**src/pkg/pot_cmd_pkg.sv**
```systemverilog
// constants for the serial potentiometer command logic
package pot_cmd_pkg;
  localparam int WIPER_W = 6;
  localparam int SETTING_CNT = 4;
  localparam int TAP_CNT = 64;
  localparam logic [5:0] WIPER_MAX = 6'h3F;
  localparam logic [5:0] WIPER_MIN = 6'h00;
  localparam logic [3:0] ID_TYPE_DEFAULT = 4'hA; // arbitrary device-type code
  localparam logic [2:0] ID_FIXED = 3'h6;        // bits 3..1 of the id byte
  localparam logic [3:0] OP_RD_WIPER = 4'h9;
  localparam logic [3:0] OP_WR_WIPER = 4'hA;
  localparam logic [3:0] OP_RD_SET = 4'hB;
  localparam logic [3:0] OP_WR_SET = 4'hC;
  localparam logic [3:0] OP_SET_TO_WIPER = 4'hD;
  localparam logic [3:0] OP_WIPER_TO_SET = 4'hE;
  localparam logic [3:0] OP_INCDEC = 4'h2;
  localparam logic [3:0] OP_STATUS = 4'h5;
  localparam logic [1:0] LOW_BITS_ZERO = 2'h0;
  localparam logic [1:0] LOW_BITS_STATUS = 2'h1;
  localparam int CLK_MHZ = 100;
  localparam int NV_WRITE_TIME_US = 10000;         // longest save time
  localparam int NV_WRITE_CYCLES = NV_WRITE_TIME_US * CLK_MHZ;
  localparam int WIPER_SETTLE_NS = 100;            // settle delay after transfer
  localparam int WIPER_SETTLE_CYCLES = (WIPER_SETTLE_NS * CLK_MHZ) / 1000;
  localparam logic [5:0] SETTING_RESET = 6'h00;
endpackage

```
**src/logic/pot_tap_decoder.sv**
```systemverilog
// one-hot tap switch decoder for the wiper counter
`timescale 1ns/1ns
`default_nettype none
module pot_tap_decoder #(
  parameter int WIDTH = 6
) (
  input wire logic mclk,
  input wire logic resetn,
  input wire logic [WIDTH-1:0] position,
  output logic [(1<<WIDTH)-1:0] tapEnable
);
  typedef struct packed {
    logic [(1<<WIDTH)-1:0] taps;
  } dec_state_t;
  dec_state_t s_q, s_d;

  // exactly one switch closed per position, registered for glitch-free switching
  always_comb begin
    s_d = s_q;
    for (int i = 0; i < (1<<WIDTH); i++) begin
      s_d.taps[i] = (position == WIDTH'(i));
    end
  end

  always_ff @(posedge mclk or negedge resetn) begin
    if (!resetn) begin
      s_q <= '0;
    end else begin
      s_q <= s_d;
    end
  end

  assign tapEnable = s_q.taps;
endmodule
`default_nettype wire

```
**src/logic/pot_cmd_logic.sv**
```systemverilog
// serial command interpreter and register logic for the 64-tap potentiometer
// What this block does
// RL1 - six-bit wiper counter, loaded serially or parallel, decoded to one of 64 taps
// RL2 - at power-up wiper counter loads from stored setting zero
// RL3 - any setting change finishes its internal write within 10 ms
// RL4 - settings hold six bits in low byte positions, top two read zero
// RL5 - wiper reads back in low six bits, top two bits zero
// RL6 - setting save starts only at chip select rise after complete write
// RL7 - write-busy flag returned in bit zero of the status response
// RL8 - first byte after select falls is id; upper nibble is type code
// RL9 - id bit zero must match address pin to continue
// RL10 - host sets id bits three to one to 110
// RL11 - second byte: 4-bit opcode, 2-bit selector, two low bits zero except for status
// RL12 - decode read/write wiper and read/write setting opcodes
// RL13 - decode both transfers and increment/decrement enable
// RL14 - decode read status as opcode 0101, selector zero, low bit one
// RL15 - transfers are two bytes, no data byte follows
// RL16 - setting to wiper applies after settle delay; reverse is a save
// RL17 - reads, writes and status are three bytes; third byte by reader
// RL18 - during inc/dec, clock with input high steps wiper up
// RL19 - during inc/dec, clock with input low steps wiper down
// RL20 - all four settings readable, writable and transferable both ways
// RL21 - write-protect low blocks setting saves but not wiper writes
// RL22 - input sampled on rising clock, output changed on falling clock
// RL23 - pause pin low suspends the sequence without resetting it
// RL24 - select high deselects, output off; first operation needs select fall
// RL25 - inc/dec saturates at 0 and 63
// RL26 - mismatched id discards the command until select rises
`timescale 1ns/1ns
`default_nettype none
module pot_cmd_logic
  import pot_cmd_pkg::*;
#(
  parameter int NV_CYCLES = NV_WRITE_CYCLES,
  parameter logic [3:0] ID_TYPE = ID_TYPE_DEFAULT // arbitrary value
) (
  input wire logic mclk,
  input wire logic resetn,
  input wire logic chipSelN,
  input wire logic serialClk,
  input wire logic serialIn,
  input wire logic pauseN,
  input wire logic writeProtN,
  input wire logic addrSelectPin,
  output logic serialOut,
  output logic serialOutEnN,
  output logic [pot_cmd_pkg::WIPER_W-1:0] wiperPositionCounter,
  output logic [pot_cmd_pkg::TAP_CNT-1:0] tapEnable,
  output logic writeBusy
);
  import pot_cmd_pkg::*;

  typedef enum logic [5:0] {
    ST_IDLE  = 6'h01,
    ST_ID    = 6'h02,
    ST_INSTR = 6'h04,
    ST_DATA  = 6'h08,
    ST_INCDEC = 6'h10,
    ST_DROP  = 6'h20
  } phase_t;

  typedef enum logic [1:0] {
    PW_LOAD = 2'h1,
    PW_RUN  = 2'h2
  } power_t;

  typedef struct packed {
    logic [1:0] csSync;
    logic [1:0] sckSync;
    logic [1:0] siSync;
    logic [1:0] holdSync;
    logic [1:0] wpSync;
    logic [1:0] a0Sync;
    logic sckPrev;
    logic csPrev;
    logic armed;
    power_t power;
    phase_t phase;
    logic [2:0] bitCnt;
    logic [7:0] shift;
    logic [3:0] opcode;
    logic [1:0] regSel;
    logic [7:0] outByte;
    logic outBit;
    logic outEnN;
    logic [5:0] wiper;
    logic [SETTING_CNT-1:0][5:0] setting;
    logic saveArmed;
    logic [1:0] saveSel;
    logic [5:0] saveVal;
    logic busy;
    logic [31:0] nvCnt;
    logic settlePend;
    logic [15:0] settleCnt;
    logic [5:0] settleVal;
  } core_t;

  core_t s_q, s_d;

  logic csN, sck, si, holdN, wpN, a0;
  logic sckRise, sckFall, csRise, csFall, active;
  logic [7:0] inByte;

  // synchronised pin levels; only the second stage is read
  assign csN = s_q.csSync[1];
  assign sck = s_q.sckSync[1];
  assign si = s_q.siSync[1];
  assign holdN = s_q.holdSync[1];
  assign wpN = s_q.wpSync[1];
  assign a0 = s_q.a0Sync[1];
  assign sckRise = sck && !s_q.sckPrev;
  assign sckFall = !sck && s_q.sckPrev;
  assign csRise = csN && !s_q.csPrev;
  assign csFall = !csN && s_q.csPrev;
  // paused transfers ignore clocks but keep their place
  assign active = !csN && holdN && s_q.armed; // see RL23
  assign inByte = {s_q.shift[6:0], si};

  always_comb begin
    s_d = s_q;
    s_d.csSync = {s_q.csSync[0], chipSelN};
    s_d.sckSync = {s_q.sckSync[0], serialClk};
    s_d.siSync = {s_q.siSync[0], serialIn};
    s_d.holdSync = {s_q.holdSync[0], pauseN};
    s_d.wpSync = {s_q.wpSync[0], writeProtN};
    s_d.a0Sync = {s_q.a0Sync[0], addrSelectPin};
    s_d.sckPrev = sck;
    s_d.csPrev = csN;

    // power-up recall of setting zero into the wiper
    if (s_q.power == PW_LOAD) begin
      s_d.wiper = s_q.setting[0]; // see RL2
      s_d.power = PW_RUN;
    end

    // nonvolatile save timer; busy until the count runs out
    if (s_q.busy) begin
      if (s_q.nvCnt >= 32'(NV_CYCLES - 1)) begin
        s_d.busy = 1'b0; // see RL3
        s_d.setting[s_q.saveSel] = s_q.saveVal;
      end else begin
        s_d.nvCnt = s_q.nvCnt + 32'h1;
      end
    end

    // delayed wiper update after a setting-to-wiper transfer
    if (s_q.settlePend) begin
      if (s_q.settleCnt >= 16'(WIPER_SETTLE_CYCLES - 1)) begin
        s_d.settlePend = 1'b0;
        s_d.wiper = s_q.settleVal; // see RL16
      end else begin
        s_d.settleCnt = s_q.settleCnt + 16'h1;
      end
    end

    // select rising ends the frame and may launch a save
    if (csRise) begin
      s_d.phase = ST_IDLE; // see RL24
      s_d.outEnN = 1'b1;
      if (s_q.saveArmed && !s_q.busy && wpN) begin // protect dropped mid-frame still blocks, see RL21
        s_d.busy = 1'b1; // see RL6
        s_d.nvCnt = 32'h0;
      end
      s_d.saveArmed = 1'b0;
    end else if (csN) begin
      s_d.outEnN = 1'b1; // see RL24
    end

    // first operation needs a falling select after reset
    if (csFall) begin
      s_d.armed = 1'b1; // see RL24
      s_d.phase = ST_ID; // see RL8
      s_d.bitCnt = 3'h0;
      s_d.saveArmed = 1'b0;
    end

    // rising serial clock: sample input
    if (active && sckRise) begin // see RL22
      s_d.shift = inByte;
      s_d.bitCnt = s_q.bitCnt + 3'h1;
      unique case (s_q.phase)
        ST_ID: begin
          if (s_q.bitCnt == 3'h7) begin
            // type nibble, fixed pattern and address bit must all match
            if (inByte[7:4] == ID_TYPE && inByte[3:1] == ID_FIXED && inByte[0] == a0) begin // see RL8 RL9 RL10
              s_d.phase = ST_INSTR;
            end else begin
              s_d.phase = ST_DROP; // see RL26
            end
          end
        end
        ST_INSTR: begin
          if (s_q.bitCnt == 3'h7) begin
            s_d.opcode = inByte[7:4]; // see RL11
            s_d.regSel = inByte[3:2];
            s_d.phase = ST_DATA;
            // unknown byte forms are dropped rather than guessed
            unique case (inByte[7:4])
              OP_RD_WIPER: begin
                s_d.outByte = {2'h0, s_q.wiper}; // see RL5 RL12
                if (inByte[3:0] != 4'h0) s_d.phase = ST_DROP;
              end
              OP_WR_WIPER: begin
                if (inByte[3:0] != 4'h0) s_d.phase = ST_DROP; // see RL12
              end
              OP_RD_SET: begin
                s_d.outByte = {2'h0, s_q.setting[inByte[3:2]]}; // see RL4 RL20
                if (inByte[1:0] != LOW_BITS_ZERO) s_d.phase = ST_DROP;
              end
              OP_WR_SET: begin
                if (inByte[1:0] != LOW_BITS_ZERO) s_d.phase = ST_DROP; // see RL12
              end
              OP_SET_TO_WIPER: begin
                s_d.phase = ST_DROP; // see RL15
                if (inByte[1:0] == LOW_BITS_ZERO) begin
                  s_d.settlePend = 1'b1; // see RL13 RL16
                  s_d.settleCnt = 16'h0;
                  s_d.settleVal = s_q.setting[inByte[3:2]];
                end
              end
              OP_WIPER_TO_SET: begin
                s_d.phase = ST_DROP; // see RL15
                if (inByte[1:0] == LOW_BITS_ZERO && wpN && !s_q.busy) begin // see RL21
                  s_d.saveArmed = 1'b1; // see RL13 RL16
                  s_d.saveSel = inByte[3:2];
                  s_d.saveVal = s_q.wiper;
                end
              end
              OP_INCDEC: begin
                s_d.phase = (inByte[3:0] == 4'h0) ? ST_INCDEC : ST_DROP; // see RL13
              end
              OP_STATUS: begin
                s_d.outByte = {7'h0, s_q.busy}; // see RL7
                if (inByte[3:0] != {2'h0, LOW_BITS_STATUS}) s_d.phase = ST_DROP; // see RL14
              end
              default: begin
                s_d.phase = ST_DROP;
              end
            endcase
          end
        end
        ST_DATA: begin
          if (s_q.bitCnt == 3'h7) begin
            s_d.phase = ST_DROP; // see RL17
            if (s_q.opcode == OP_WR_WIPER) begin
              s_d.wiper = inByte[5:0]; // see RL1 RL21
              s_d.settlePend = 1'b0;
            end else if (s_q.opcode == OP_WR_SET && wpN && !s_q.busy) begin
              s_d.saveArmed = 1'b1; // see RL21 RL20
              s_d.saveSel = s_q.regSel;
              s_d.saveVal = inByte[5:0];
            end
          end
        end
        ST_INCDEC: begin
          if (si) begin
            if (s_q.wiper != WIPER_MAX) s_d.wiper = s_q.wiper + 6'h1; // see RL18 RL25
          end else begin
            if (s_q.wiper != WIPER_MIN) s_d.wiper = s_q.wiper - 6'h1; // see RL19 RL25
          end
          s_d.settlePend = 1'b0;
        end
        ST_IDLE, ST_DROP: begin
          s_d.bitCnt = s_q.bitCnt;
        end
        default: begin
          s_d.phase = ST_DROP;
        end
      endcase
    end

    // falling serial clock: present next bit of a read byte
    if (active && sckFall) begin // see RL22
      if (s_q.phase == ST_DATA && s_q.opcode inside {OP_RD_WIPER, OP_RD_SET, OP_STATUS}) begin
        s_d.outBit = s_q.outByte[3'h7 - s_q.bitCnt]; // see RL17
        s_d.outEnN = 1'b0;
      end else begin
        s_d.outEnN = 1'b1;
      end
    end
  end

  // one register bank for the core state; the tap decoder has its own
  always_ff @(posedge mclk or negedge resetn) begin
    if (!resetn) begin
      s_q <= '0;
      s_q.csSync <= 2'h3;
      s_q.csPrev <= 1'b1;
      s_q.holdSync <= 2'h3;
      s_q.wpSync <= 2'h3;
      s_q.power <= PW_LOAD;
      s_q.phase <= ST_IDLE;
      s_q.outEnN <= 1'b1;
      for (int i = 0; i < SETTING_CNT; i++) begin
        s_q.setting[i] <= SETTING_RESET;
      end
    end else begin
      s_q <= s_d;
    end
  end

  // tap switch decode of the counter
  pot_tap_decoder #(
    .WIDTH(WIPER_W)
  ) tapDec (
    .mclk(mclk),
    .resetn(resetn),
    .position(s_q.wiper),
    .tapEnable(tapEnable) // see RL1
  );

  assign serialOut = s_q.outBit;
  assign serialOutEnN = s_q.outEnN;
  assign wiperPositionCounter = s_q.wiper;
  assign writeBusy = s_q.busy;
endmodule
`default_nettype wire

```
**config.mk**
```make
export PLATFORM = sky130hd
export DESIGN_NAME = pot_cmd_logic
export DESIGN_NICKNAME = d
export VERILOG_FILES = /design/src/pkg/pot_cmd_pkg.sv /design/src/logic/pot_tap_decoder.sv /design/src/logic/pot_cmd_logic.sv
export SDC_FILE = /design/constraint.sdc
export NUM_CORES = 1
export LEC_CHECK = 0
export BUFFER_PORTS_ARGS = -buffer_cell sky130_fd_sc_hd__buf_2
export CAP_MARGIN = 20
export CORE_ASPECT_RATIO = 0.7
export CORE_UTILIZATION = 36
export CTS_BUF_LIST = sky130_fd_sc_hd__clkbuf_8
export DETAILED_ROUTE_END_ITERATION = 16
export PLACE_DENSITY = 0.55
export SLEW_MARGIN = 20
export SYNTH_ARGS = -nofsm -noshare
export SYNTH_HDL_FRONTEND = slang
export SYNTH_SLANG_ARGS = --single-unit
```
**constraint.sdc**
```tcl
create_clock -name mclk -period 4.55 [get_ports mclk]
set_input_delay 0.6825 -clock mclk [delete_from_list [all_inputs] [get_ports mclk]]
set_output_delay 0.6825 -clock mclk [all_outputs]
set_load 0.03 [all_outputs]
```
==> metrics <==
result of the run finished clean; net count of the mapped netlist 852; number of buffers inserted by post-CTS setup repair 0; setup repair after global routing missed its margin false; Hold Path End s_d[134]; syn_area_per_cell 10.90 sq um; remaining max-slew budget at the tightest pin 0.4166; worst setup skew after layout 16.09 ps; worst skew pair latency 520 ps; Synth Instances 834; quantity of I/O buffers inserted on ports 80; register-to-register path setup slack 1760 ps; count of flip-flops with a built-in enable after synthesis 0; core box area 24740 sq um; async set or reset register ratio after synthesis 1.000; areal power density over the cells 348.0 nW/um^2; Least-Margin Pin Slew 875.2 ps; Worst VDD drop 156.1 uV; buffer depth of the longest clock path 3; area growth from synthesis to layout 13.99%; most common library cells after synthesis 196 x sky130_fd_sc_hd__dfrtp_1, 112 x sky130_fd_sc_hd__nor2_1, 81 x sky130_fd_sc_hd__nand2_1, 43 x sky130_fd_sc_hd__clkbuf_1, 42 x sky130_fd_sc_hd__o21ai_0; critical register-to-register path endpoint wiperPositionCounter[4]; routability congestion estimate from global placement 0.8055; fmax 358.8 MHz; proportion of netlist area held by the largest area contributor 0.5397; clock tree from TritonCTS yes; kind of launch point of the worst setup path flip-flop; remaining global-route overflow 0; cell taking the most area after synthesis sky130_fd_sc_hd__dfrtp_1; Worst Path Max Fanout 10; vias in the first global route 6402; detailed-routing iteration count for the pre-antenna-repair pass 5; internal cell power 2720 uW; starting density of the core 0.3673; Root Driver sky130_fd_sc_hd__clkbuf_8; top cells by area in the synthesized netlist sky130_fd_sc_hd__dfrtp_1 54%, sky130_fd_sc_hd__nor2_1 4.6%, sky130_fd_sc_hd__mux2_2 4.2%; beginning of the worst hold path addrSelectPin; number of unique standard cell types used by synthesis 68; Final setup violation count 0; Final HPWL DP 14040 microns; share of final-layout standard cells stronger than drive strength 1 0.2240; clock sink total 206; deepest level of the CTS H-tree 2; Total Nets Final 918; initial antenna violation count 0; number of violations of the max-capacitance limit 0; net switching share of the total power 0.2455; violation count after the first detailed-routing iteration 371; count of antenna-violating nets left after detailed routing 0; type of the tightest min-delay check input port to flip-flop; max-slew violation count 0; total routing usage reported by global routing 0.1716; Worst Path Arrival 3170 ps; number of hold violations in the final report 0; vias per std cell 5.019; # DRC 0; net switching component of the power 884.8 uW; Leakage 0.005029 uW; sequential cell area fraction in the yosys report 0.5686; overall power after layout 3604 uW; width of the chip 191.9 microns; CP Capture Type flip-flop; die area 25890 sq um; crit path kind flip-flop to flip-flop; Worst Reg-to-Reg Cells 7; register bit count reported by yosys 206; sequential fraction of design power 0.533; post-CTS sizing 0; startpoint of the most critical register-to-register path s_q[6]; endpoint required time on the critical path 4940 ps; clk slew on worst S/H paths 60 ps; critical path startpoint s_q[6]; Yosys warning count 0; global-route wire length before repair 35220 microns; part of the total power dissipated in the clock network 0.434; number of hold-repair buffers added at the cts stage 0; wire length per cell after detailed routing 17.06 microns; via total after detailed routing 6269; diode count 0; final wirelength 21310 microns; Main synth FF type sky130_fd_sc_hd__dfrtp_1; Comb pwr share 0.033; most instantiated library cell after synthesis sky130_fd_sc_hd__dfrtp_1; maximum number of pins on one net before global-route repair 110; total CTS buffers 35; summed negative setup slack over all endpoints 0 ps; Std-Cell Rows 48; post-synthesis cell area 9087 sq um; Tmin final 2787 ps; boundary pin count 81; share of the clock period used by the worst path 0.6126; hold depth 1; die outline height 134.9 microns
[worst max-delay path: stages, from the launching register on]
cell	delay, ps
sky130_fd_sc_hd__dfrtp_1	430
sky130_fd_sc_hd__ha_1	210
sky130_fd_sc_hd__or3b_2	470
sky130_fd_sc_hd__a2111oi_4	450
sky130_fd_sc_hd__nand2b_1	400
sky130_fd_sc_hd__mux2_1	380
sky130_fd_sc_hd__a22oi_1	220
sky130_fd_sc_hd__o31ai_2	100
[state kept, by name, summed over array words and instances (netlist names)]
register and flops:
a0 1, csN 1, holdN 1, inByte 8
s_d 7, s_q 115, serialOut 1, serialOutEnN 1
tapDec.tapEnable 64, wiperPositionCounter 6, writeBusy 1
[kinds of logic (layout without fill, tap and decap cells)]
| logic type | after synthesis | in the layout | synth area share |
|---|---|---|---|
| AND/OR/NAND/NOR | 346 | 346 | 0.1936 |
| flip-flops | 206 | 206 | 0.5686 |
| AO/OA/AOI/OAI | 117 | 117 | 0.08633 |
| buffers and inverters | 75 | 165 | 0.03511 |
| multiplexers | 56 | 56 | 0.07944 |
| XOR/XNOR | 24 | 24 | 0.02313 |
| adder cells (fa/ha/maj) | 10 | 10 | 0.01377 |
[final cells by class]
cell class	count	area, sq um
fill	2387	14390
sequential	206	5167
multi-input combinational	553	3601
clock buffer	41	564.3
timing repair buffer	85	459.2
tap	325	406.6
clock inverter	20	88.84
inverter	19	71.32
[metrics by stage]
step,setup slack (ps),util,instance area (sq um),hold WS [ps],instances
final,1763,0.4186,10360,267.9,1249
after global routing,1583,0.4186,10360,238.2,1249
after CTS,1762,0.4186,10360,240.5,1249
after detailed placement,1766,0.3922,9706,338.0,1188
after global placement,1803,0.3922,9706,340.5,1188
after floorplan,2059,-,9087,331.2,834
[cells in the final DEF (no fill, tap or decap), types with 12 or more instances in the layout]
master,n
sky130_fd_sc_hd__a21oi_1,22
sky130_fd_sc_hd__a22oi_1,18
sky130_fd_sc_hd__and2_1,20
sky130_fd_sc_hd__buf_2,79
sky130_fd_sc_hd__clkbuf_8,42
sky130_fd_sc_hd__dfrtp_1,196
sky130_fd_sc_hd__inv_1,33
sky130_fd_sc_hd__mux2_2,34
sky130_fd_sc_hd__nand2_1,81
sky130_fd_sc_hd__nand2b_1,12
sky130_fd_sc_hd__nand3_1,26
sky130_fd_sc_hd__nor2_1,112
sky130_fd_sc_hd__nor2b_1,20
sky130_fd_sc_hd__nor3_1,16
sky130_fd_sc_hd__o21ai_0,42
sky130_fd_sc_hd__xnor2_1,16
[worst max-delay path by stage]
| stage | endpoint | slack [ps] | depth (start not counted) |
|---|---|---|---|
| 2_1_floorplan | wiperPositionCounter[4] | 2060 | 8 |
| 4_1_cts | wiperPositionCounter[4] | 1760 | 8 |
| 6_report | wiperPositionCounter[4] | 1760 | 7 |
| 5_1_grt | wiperPositionCounter[2] | 1580 | 8 |
| 3_5_place_dp | wiperPositionCounter[4] | 1770 | 8 |
| 3_3_place_gp | wiperPositionCounter[2] | 1800 | 8 |
[power groups by stage]
stage / registers (uW) / clock network, uW / logic (uW)
floorplan: 1900 / 0 / 102
global route: 1920 / 1700 / 139
finish: 1920 / 1570 / 119
CTS: 1920 / 1620 / 122
detailed placement: 1950 / 0 / 122
global placement: 1950 / 0 / 122
[metal layers]
layer  vias up  track usage  wire length (microns)
met4         0      0.04056                    276
met3        25      0.03170                    843
met5         -            0                      0
li1       3007            -                      -
met2       113       0.2387                   8956
met1      3124       0.2707                  11230
Power figures use the tool's default switching activity.
